File: src/logic/gnmsr_pkg.sv
package gnmsr_pkg;

  localparam logic [3:0] GNMSR_IDX_EXPANSION = 4'h6;
  localparam logic [3:0] GNMSR_IDX_NP_RX     = 4'h8;
  localparam logic [3:0] GNMSR_IDX_CTRL      = 4'h9;
  localparam logic [3:0] GNMSR_IDX_STAT      = 4'hA;
  localparam int         GNMSR_ADDR_LSB      = 2;
  localparam int         GNMSR_IDX_W         = 4;

  localparam int GNMSR_NP_NEXT   = 15;
  localparam int GNMSR_NP_ACK    = 14;
  localparam int GNMSR_NP_MSG    = 13;
  localparam int GNMSR_NP_ACK2   = 12;
  localparam int GNMSR_NP_TOGGLE = 11;
  localparam logic [15:0] GNMSR_NP_RESET = 16'h2000;

  localparam int GNMSR_CT_TEST_HI = 15;
  localparam int GNMSR_CT_TEST_LO = 13;
  localparam int GNMSR_CT_MAN_EN  = 12;
  localparam int GNMSR_CT_MAN_VAL = 11;
  localparam int GNMSR_CT_PORT    = 10;
  localparam int GNMSR_CT_ADV_FD  = 9;
  localparam int GNMSR_CT_ADV_HD  = 8;

  localparam int GNMSR_ST_FAULT   = 15;
  localparam int GNMSR_ST_MASTER  = 14;
  localparam int GNMSR_ST_LOC_OK  = 13;
  localparam int GNMSR_ST_REM_OK  = 12;
  localparam int GNMSR_ST_LP_FD   = 11;
  localparam int GNMSR_ST_LP_HD   = 10;
  localparam int GNMSR_EX_PAGE_RX = 1;

  localparam logic [7:0]  GNMSR_IDLE_MAX = 8'hFF;
  localparam logic [7:0]  GNMSR_IDLE_ONE = 8'h01;
  localparam logic [2:0]  GNMSR_TEST_RESET = 3'h0;

  typedef enum logic [2:0] {
    GNMSR_TM_NORMAL     = 3'h0,
    GNMSR_TM_WAVEFORM   = 3'h1,
    GNMSR_TM_JIT_MASTER = 3'h2,
    GNMSR_TM_JIT_SLAVE  = 3'h3,
    GNMSR_TM_DISTORTION = 3'h4
  } gnmsr_test_t;

  typedef struct packed {
    logic man_en;
    logic man_val;
    logic port_multi;
    logic adv_full;
    logic adv_half;
  } gnmsr_strap_t;

  typedef struct packed {
    logic ms_fault;
    logic resolved_master;
    logic local_rx_ok;
    logic remote_rx_ok;
    logic partner_gig_full_ability;
    logic partner_gig_half_ability;
    logic idle_error;
    logic page_received;
  } gnmsr_status_t;

  typedef struct packed {
    gnmsr_test_t test_mode;
    logic        role_manual;
    logic        role_master;
    logic        port_multi;
    logic        adv_full;
    logic        adv_half;
  } gnmsr_ctrl_t;

  typedef struct packed {
    logic         strap_done;
    logic [15:0]  np_word;
    logic [2:0]   test_field;
    gnmsr_strap_t ctrl;
    logic         fault;
    logic         page_rx;
    logic [7:0]   idle_cnt;
    logic         idle_ovf;
    gnmsr_ctrl_t  ctrl_out;
    logic         pready;
    logic         pslverr;
    logic [31:0]  prdata;
  } gnmsr_state_t;

endpackage

File: src/logic/gnmsr_regs.sv
`timescale 1ns/10ps
`default_nettype none
module gnmsr_regs
  import gnmsr_pkg::*;
(
  input  wire logic          pclk,
  input  wire logic          presetn,
  input  wire logic          psel,
  input  wire logic          penable,
  input  wire logic          pwrite,
  input  wire logic [31:0]   paddr,
  input  wire logic [31:0]   pwdata,
  input  wire logic [3:0]    pstrb,
  output var  logic [31:0]   prdata,
  output var  logic          pready,
  output var  logic          pslverr,
  input  wire gnmsr_strap_t  strap,
  input  wire logic          soft_reset,
  input  wire logic          np_rx_valid,
  input  wire logic [15:0]   np_rx_word,
  input  wire gnmsr_status_t status_in,
  output var  gnmsr_ctrl_t   ctrl_out,
  output var  logic          idle_overflow
);

  gnmsr_state_t s_q;
  gnmsr_state_t s_d;
  logic [GNMSR_IDX_W-1:0] idx;
  logic                   hit;
  logic                   done;
  logic                   rd_take;
  logic                   wr_ctrl;
  logic [15:0]            rd_word;

  always_comb
  begin
    idx     = paddr[GNMSR_ADDR_LSB +: GNMSR_IDX_W];
    hit     = (paddr[GNMSR_ADDR_LSB-1:0] == 2'h0)
              && (paddr[31:GNMSR_ADDR_LSB+GNMSR_IDX_W] == '0)
              && (idx == GNMSR_IDX_EXPANSION || idx == GNMSR_IDX_NP_RX
                  || idx == GNMSR_IDX_CTRL || idx == GNMSR_IDX_STAT);
    done    = psel && penable && s_q.pready;
    rd_take = psel && penable && !s_q.pready && !pwrite && hit;
    wr_ctrl = done && pwrite && hit && idx == GNMSR_IDX_CTRL && pstrb[1];
    rd_word = '0;
    unique case (idx)
      GNMSR_IDX_EXPANSION:
      begin
        rd_word[GNMSR_EX_PAGE_RX] = s_q.page_rx;
      end
      GNMSR_IDX_NP_RX:
      begin
        rd_word = s_q.np_word;
      end
      GNMSR_IDX_CTRL:
      begin
        rd_word[GNMSR_CT_TEST_HI:GNMSR_CT_TEST_LO] = s_q.test_field;
        rd_word[GNMSR_CT_MAN_EN]  = s_q.ctrl.man_en;
        rd_word[GNMSR_CT_MAN_VAL] = s_q.ctrl.man_val;
        rd_word[GNMSR_CT_PORT]    = s_q.ctrl.port_multi;
        rd_word[GNMSR_CT_ADV_FD]  = s_q.ctrl.adv_full;
        rd_word[GNMSR_CT_ADV_HD]  = s_q.ctrl.adv_half;
      end
      GNMSR_IDX_STAT:
      begin
        rd_word[GNMSR_ST_FAULT]  = s_q.fault;
        rd_word[GNMSR_ST_MASTER] = status_in.resolved_master;
        rd_word[GNMSR_ST_LOC_OK] = status_in.local_rx_ok;
        rd_word[GNMSR_ST_REM_OK] = status_in.remote_rx_ok;
        rd_word[GNMSR_ST_LP_FD]  = status_in.partner_gig_full_ability;
        rd_word[GNMSR_ST_LP_HD]  = status_in.partner_gig_half_ability;
        rd_word[$bits(s_q.idle_cnt)-1:0] = s_q.idle_cnt;
      end
      default:
      begin
        rd_word = '0;
      end
    endcase
  end

  always_comb
  begin
    s_d = s_q;

    // The bus answers after one wait state; unmapped addresses flag an error.
    s_d.pready  = psel && penable && !s_q.pready;
    s_d.pslverr = psel && penable && !s_q.pready && !hit;
    if (psel && penable && !s_q.pready)
    begin
      s_d.prdata = (pwrite || !hit) ? '0 : {16'h0000, rd_word};
    end

    // Straps are captured on the first edge after reset is released.
    if (!s_q.strap_done)
    begin
      s_d.strap_done = 1'b1;
      s_d.ctrl       = strap;
    end

    // Only the control fields take writes; reserved bits are dropped.
    if (wr_ctrl)
    begin
      s_d.test_field      = pwdata[GNMSR_CT_TEST_HI:GNMSR_CT_TEST_LO];
      s_d.ctrl.man_en     = pwdata[GNMSR_CT_MAN_EN];
      s_d.ctrl.man_val    = pwdata[GNMSR_CT_MAN_VAL];
      s_d.ctrl.port_multi = pwdata[GNMSR_CT_PORT];
      s_d.ctrl.adv_full   = pwdata[GNMSR_CT_ADV_FD];
      s_d.ctrl.adv_half   = pwdata[GNMSR_CT_ADV_HD];
    end

    // A new partner page is stored; toggle inverts the stored toggle.
    if (np_rx_valid)
    begin
      s_d.np_word = np_rx_word;
      s_d.np_word[GNMSR_NP_TOGGLE] = !s_q.np_word[GNMSR_NP_TOGGLE];
    end

    // Latched bits clear as the read data is taken, but a present event wins.
    if (rd_take && idx == GNMSR_IDX_STAT)
    begin
      s_d.fault = 1'b0;
    end
    if (status_in.ms_fault)
    begin
      s_d.fault = 1'b1;
    end
    if (rd_take && idx == GNMSR_IDX_EXPANSION)
    begin
      s_d.page_rx = 1'b0;
    end
    if (status_in.page_received)
    begin
      s_d.page_rx = 1'b1;
    end

    // Idle error counter: clears on read or soft reset, saturates.
    s_d.idle_ovf = 1'b0;
    if (soft_reset || (rd_take && idx == GNMSR_IDX_STAT))
    begin
      s_d.idle_cnt = status_in.idle_error ? GNMSR_IDLE_ONE : '0;
    end
    else if (status_in.idle_error && s_q.idle_cnt != GNMSR_IDLE_MAX)
    begin
      s_d.idle_cnt = s_q.idle_cnt + GNMSR_IDLE_ONE;
      s_d.idle_ovf = (s_q.idle_cnt == GNMSR_IDLE_MAX - GNMSR_IDLE_ONE);
    end
    if (soft_reset)
    begin
      s_d.idle_ovf = 1'b0;
    end

    // Control outputs decode the registered fields.
    unique case (s_q.test_field)
      GNMSR_TM_WAVEFORM, GNMSR_TM_JIT_MASTER, GNMSR_TM_JIT_SLAVE, GNMSR_TM_DISTORTION:
      begin
        s_d.ctrl_out.test_mode = gnmsr_test_t'(s_q.test_field);
      end
      default:
      begin
        s_d.ctrl_out.test_mode = GNMSR_TM_NORMAL;
      end
    endcase
    s_d.ctrl_out.role_manual = s_q.ctrl.man_en;
    s_d.ctrl_out.role_master = s_q.ctrl.man_en && s_q.ctrl.man_val;
    s_d.ctrl_out.port_multi  = !s_q.ctrl.man_en && s_q.ctrl.port_multi;
    s_d.ctrl_out.adv_full    = s_q.ctrl.adv_full;
    s_d.ctrl_out.adv_half    = s_q.ctrl.adv_half;
  end

  always_ff @(posedge pclk or negedge presetn)
  begin
    if (!presetn)
    begin
      s_q            <= '0;
      s_q.np_word    <= GNMSR_NP_RESET;
      s_q.test_field <= GNMSR_TEST_RESET;
    end
    else
    begin
      s_q <= s_d;
    end
  end

  always_comb
  begin
    prdata        = s_q.prdata;
    pready        = s_q.pready;
    pslverr       = s_q.pslverr;
    ctrl_out      = s_q.ctrl_out;
    idle_overflow = s_q.idle_ovf;
  end

endmodule // gnmsr_regs
`default_nettype wire
File: config.mk
export PLATFORM = sky130hd
export DESIGN_NAME = gnmsr_regs
export DESIGN_NICKNAME = d
export VERILOG_FILES = /design/src/logic/gnmsr_pkg.sv /design/src/logic/gnmsr_regs.sv
export SDC_FILE = /design/constraint.sdc
export NUM_CORES = 1
export LEC_CHECK = 0
export BUFFER_PORTS_ARGS = -buffer_cell sky130_fd_sc_hd__buf_2
export CORE_UTILIZATION = 50
export DETAILED_ROUTE_END_ITERATION = 8
export GPL_TIMING_DRIVEN = 0
export PLACE_DENSITY = 0.86
export SLEW_MARGIN = 20
export SYNTH_ARGS = -nofsm -noshare
export SYNTH_HDL_FRONTEND = slang
export SYNTH_SLANG_ARGS = --single-unit
File: constraint.sdc
create_clock -name pclk -period 2.45 [get_ports pclk]
set_input_delay 0.245 -clock pclk [delete_from_list [all_inputs] [get_ports pclk]]
set_output_delay 0.245 -clock pclk [all_outputs]
set_load 0.05 [all_outputs]
Word level (Yosys, flattened, before mapping)
Cells that the tools add are included.
{"block": "op_classes", "add_sub_neg": 1, "n_eq_ne": 11, "n_mux": 18, "n_reduce_logical": 33}
{"op": "26-bit logical NOT", "count": 1}
{"op": "6-bit one-hot mux with 3 select lines", "count": 1}
{"op": "1-bit logical AND", "count": 17}
{"op": "16-bit two-way mux", "count": 1}
{"op": "4-bit equality test, second input constant", "count": 3}
{"op": "6-bit one-hot mux with 2 select lines", "count": 1}
{"op": "5-bit two-way mux", "count": 2}
{"op": "9-bit two-way mux", "count": 1}
{"op": "8-bit by 1-bit adder with 8-bit output, second input constant", "count": 1}
{"op": "8-bit equality test, second input constant", "count": 1}
{"op": "8-bit two-way mux", "count": 1}
{"op": "8-bit != test, second input constant", "count": 1}
{"op": "1-bit two-way mux", "count": 7}
{"op": "3-bit by 2-bit equality test with 1-bit output, second input constant", "count": 2}
{"op": "2-bit nonzero test", "count": 3}
{"op": "1-bit logical NOT", "count": 5}
{"op": "1-bit logical OR", "count": 5}
{"op": "4-bit by 3-bit equality test with 1-bit output, second input constant", "count": 1}
{"op": "2-bit one-hot mux with 2 select lines", "count": 1}
{"op": "4-bit OR reduction", "count": 1}
{"op": "3-bit by 1-bit equality test with 1-bit output, second input constant", "count": 1}
{"op": "3-bit equality test, second input constant", "count": 1}
{"op": "3-bit two-way mux", "count": 1}
{"op": "1-bit one-hot mux with 3 select lines", "count": 1}
{"op": "other kinds (3)", "count": 3}
{"block": "word_totals", "register_bits": 78, "in_bits": 104, "out_inout_bits": 43, "wordCells": 84}

Longest topological paths before layout
{"block": "logic_depth", "depth_word": 10, "ltp_mapped": 6, "ltp_nobuf": 5}

Worst setup path before layout
No wires, ideal clock.
{"block": "synth_path", "kind": "reg-to-reg", "from": "register s_q, in the netlist pready", "to": "register s_q, in the netlist s_d[34]", "setup_time_ps": 125, "arrival_ps": 1619, "required_time_ps": 2325, "slack_ps": 706, "stages_incl_launch_ff": 5, "path_buffers": 0, "synth_period_minus_slack_ps": 1744, "path_cell_list": "dfrtp_1 and4_1 nand3_1 nor3_4 mux2_2"}
{"block": "synth_via", "elab_chain_len": 6, "elab_cells_between_ends": 7, "classes_between": "1 x eq/ne; 1 x mux; 5 x reduce/logical"}
{"element": "start: declaration", "line_no": "gnmsr_regs.sv:26", "text": "gnmsr_state_t s_q;"}
{"element": "1-bit logical AND (*)", "line_no": "gnmsr_regs.sv:42", "text": "done = psel && penable && s_q.pready;"}
{"element": "1-bit logical AND (*) (4 in series)", "line_no": "gnmsr_regs.sv:44", "text": "wr_ctrl = done && pwrite && hit && idx == GNMSR_IDX_CTRL && pstrb[1];"}
{"element": "2-bit by 1-bit != test with 1-bit output (no line) or 5-bit two-way mux (tied branches)"}
Every way passes the cells marked *; elsewhere a longest branch is shown, timed or not.
A chain may end at the register's enable or synchronous reset.

Final worst setup path
{"block": "layout_path", "from": "register s_q, in the netlist pready", "to": "register s_q, in the netlist prdata[14]"}
{"block": "layout_via", "elab_chain_len": 2}
{"element": "1-bit logical NOT", "line_no": "gnmsr_regs.sv:88", "text": "if (psel && penable && !s_q.pready)"}
{"element": "1-bit logical AND", "line_no": "gnmsr_regs.sv:88"}
No other way between the ends.

==> results.md <==
- Ant. Diodes: 0
- Worst Path Buf+Inv: 1
- Post-Place Cell Area: 3710 µm²
- Cell family with most CP delay: simple AND/OR/NAND/NOR gates
- Violated checks: hold timing
- Sw power: 0.000606 W
- Post-detailed-routing wire length: 7080 µm
- Setup violators final: 0
- Initial Util: 51.6%
- CTS clk-pin slew, worst paths: 0.07 ns
- Final instance area: 3910 µm²
- Layout cell share with drive strength beyond 1: 48.4%
- Ys async rst share: 100%
- R2r setup slk: 0.44 ns
- Final ANT Viol Nets: 0
- RSZ-0062 raised after global routing: false
- FF-to-FF path depth: 5
- Critical Path Max Stage Delay: 0.43 ns
- Crit path capture type: flip-flop
- Crit path DAT: 2.25 ns
- Core area: 5920 µm²
- Hold Vio Cnt, Final: 18
- Grt ovf: 0
- Synth Cell Area: 3060 µm²
- Slew @ Worst Pin: 0.762 ns
- Slew Viols, Final: 0
- Yosys cell types: 47
- Launching point of the worst reg2reg path: pready$_DFF_PN0_
- Maxcap violations: 0
- Port bufs: 101
- Synthesized instance count: 273
- Critical Path Fanout Max: 10
- Post-CTS Resized: 0
- Overall routing resource usage: 23.8%
- Clk_lat worst skew: 0.33 ns
- Commonest cells after routing, fill and taps aside: 102 x buf_2, 61 x dfrtp_1, 41 x buf_4
- Top cell type's share of synthesized area: 50.0%
- Routed length per instance: 14.8 µm
- Switch share: 25.8%
- Minimum clock period: 2.01 ns
- Slowest cell on the critical path: nor4bb_1
- Clock power share: 38.0%
- Ranking of synthesized cells by area: dfrtp_1 50%, mux2_2 10%, buf_4 9.8%, o21ai_0 2.9%, nand2_1 2.8%
- I/O Pins: 147
- Area Growth Syn to Fin: 28.1%
- Worst path required time: 2.69 ns
- Hold slack: -0.0105 ns
- Reg power frac: 47.8%
- Finished Core Util: 66.1%
- H-tree level count: 3
- Initial antenna violation count: 0
- Clock Path Buffers: 2
- CTS Buf Count: 9
- Max_slew headroom: 49.2%
- Synth Warn #: 0
- Area leader, netlist: dfrtp_1
- Pwr/cell area: 600 nW/µm²
- Max Fclk: 497 MHz
- Die ar.: 6430 µm²
- EDFF count, synth: 0
- Drt first pass iters: 5
- Synth Flop Type: dfrtp_1
- Initial DRC count: 214
- Drt drc: 0
- Largest net degree at the start of global routing: 63
- Vias in the first global route: 2426
- Logic pwr share: 14.1%
- TNS Setup: 0 ns
- Min-Delay Path Class: input pin to async pin
- Die Span Y: 80.2 µm
- Fin Clk Skew: 0.00763 ns
- First-pass GRT wire length: 11300 µm
- Via density per instance: 5.24
- Setup bufs post-CTS: 0
- Final period utilization: 82.1%
- #FFs+latches synth: 62
- Post-cts hold buffer count: 0
- Setup CP Type: flip-flop to flip-flop
- Root Buffer: clkbuf_8
- Num rows: 28
- Clock Sinks: 62
- Leakage: 1.94 nW
- Layout Nets: 506
- Crit path launch type: flip-flop
- Total power: 0.00235 W
- Worst VDD drop: 0.297 mV
- CTS tree: yes
- DPL Wire Length: 5140 µm
- Via count: 2515
- Syn_area_per_cell: 11.2 µm²
- Commonest non-fill, non-tap cell in the layout: buf_2
- Die X: 80.2 µm
- Sequential element share of the synthesized area: 50.8%
- RR Endpoint: prdata[14]$_DFFE_PN0N_
- Final GP Congestion: 0.914
- Int Pwr: 0.00174 W
- Critical-path cell list: nor4bb_1, o31a_1, nand3_1, clkbuf_1, o21ai_0
- Status: finished, violations left
==> through the flow <==
step	instances	setup WS, ns
floorplan	288	0.706
finish	480	0.437
detailed placement	464	0.282
global route	480	0.301
global placement	464	0.419
CTS	480	0.457
==> cells in the mapped netlist (3+ instances only) <==
cell,instances
nand4_1,3
inv_1,4
buf_4,40
mux2_2,28
nand3_1,6
dfrtp_1,61
nor2b_1,4
a222oi_1,7
a21oi_1,4
o21ai_0,18
nand2_1,23
or3_1,4
nor2_1,3
a22oi_1,9
xnor2_1,3
nor4_1,8
nor3b_1,3
clkbuf_1,9
==> power groups by stage <==
| stage | clock network (W) | registers (W) | logic (W) |
|---|---|---|---|
| after floorplan | 0 | 0.00113 | 0.000213 |
| after global placement | 0 | 0.00114 | 0.000321 |
| after detailed placement | 0 | 0.00114 | 0.000330 |
| after CTS | 0.000898 | 0.00112 | 0.000333 |
| after global routing | 0.000943 | 0.00113 | 0.000362 |
| final | 0.000893 | 0.00112 | 0.000332 |
==> logic make-up (layout without fill, tap and decap cells) <==
logic type / Yosys count / after routing / share of synthesized area (%)
AOI/OAI and AO/OA: 51 / 51 / 11.7
xor gates and xnor gates: 4 / 4 / 1.15
adders and majority gates: 2 / 2 / 0.819
buffers and inverters: 55 / 172 / 11.8
DFF: 62 / 62 / 50.8
muxes: 28 / 28 / 10.3
other: 2 / 17 / 0.246
and+or+nand+nor: 69 / 69 / 13.2
==> area by class of cell <==
type,count,area [µm²]
fill,468,2010
tap,75,93.8
clock inverter,4,45.0
multi-input combinational,171,1200
buffer,51,344
inverter,4,15.0
sequential,62,1550
clock buffer,12,155
timing repair buffer,101,508
==> sequential cells by signal, indices dropped and copies added (netlist names) <==
name           flops
s_q               32
prdata            16
ctrl_out           8
s_d                3
idle_overflow      1
pready             1
pslverr            1
==> worst register-to-register path: cells and delay by family, from the launching register on <==
kind / cells / cell delay, ns
DFF: 1 / 0.42
and+or+nand+nor: 2 / 0.71
buffers and inverters: 1 / 0.33
AOI/OAI and AO/OA: 2 / 0.46
==> worst max-delay path by stage <==
| stage | from | end | slack [ns] | depth (start not counted) |
|---|---|---|---|---|
| finish | pready$_DFF_PN0_ | prdata[14]$_DFFE_PN0N_ | 0.44 | 5 |
| global route | pready$_DFF_PN0_ | prdata[9]$_DFFE_PN0N_ | 0.30 | 5 |
| CTS | pready$_DFF_PN0_ | prdata[14]$_DFFE_PN0N_ | 0.46 | 5 |
| detailed placement | paddr[14] | s_q[58]$_DFFE_PN0N_ | 0.28 | 5 |
| global placement | paddr[14] | s_d[38]$_DFFE_PN0P_ | 0.42 | 5 |
| floorplan | pready$_DFF_PN0_ | s_d[34]$_DFFE_PN0P_ | 0.71 | 4 |
==> metal layers <==
layer	global-route usage, %	up-vias	share of wire (%)
met1	28.9	1167	40
met4	11.8	0	3.6
met5	0	-	0
met2	40.9	133	50
li1	-	1194	-
met3	3.98	21	6.5
Note: power is estimated with default switching activity, not from simulation.
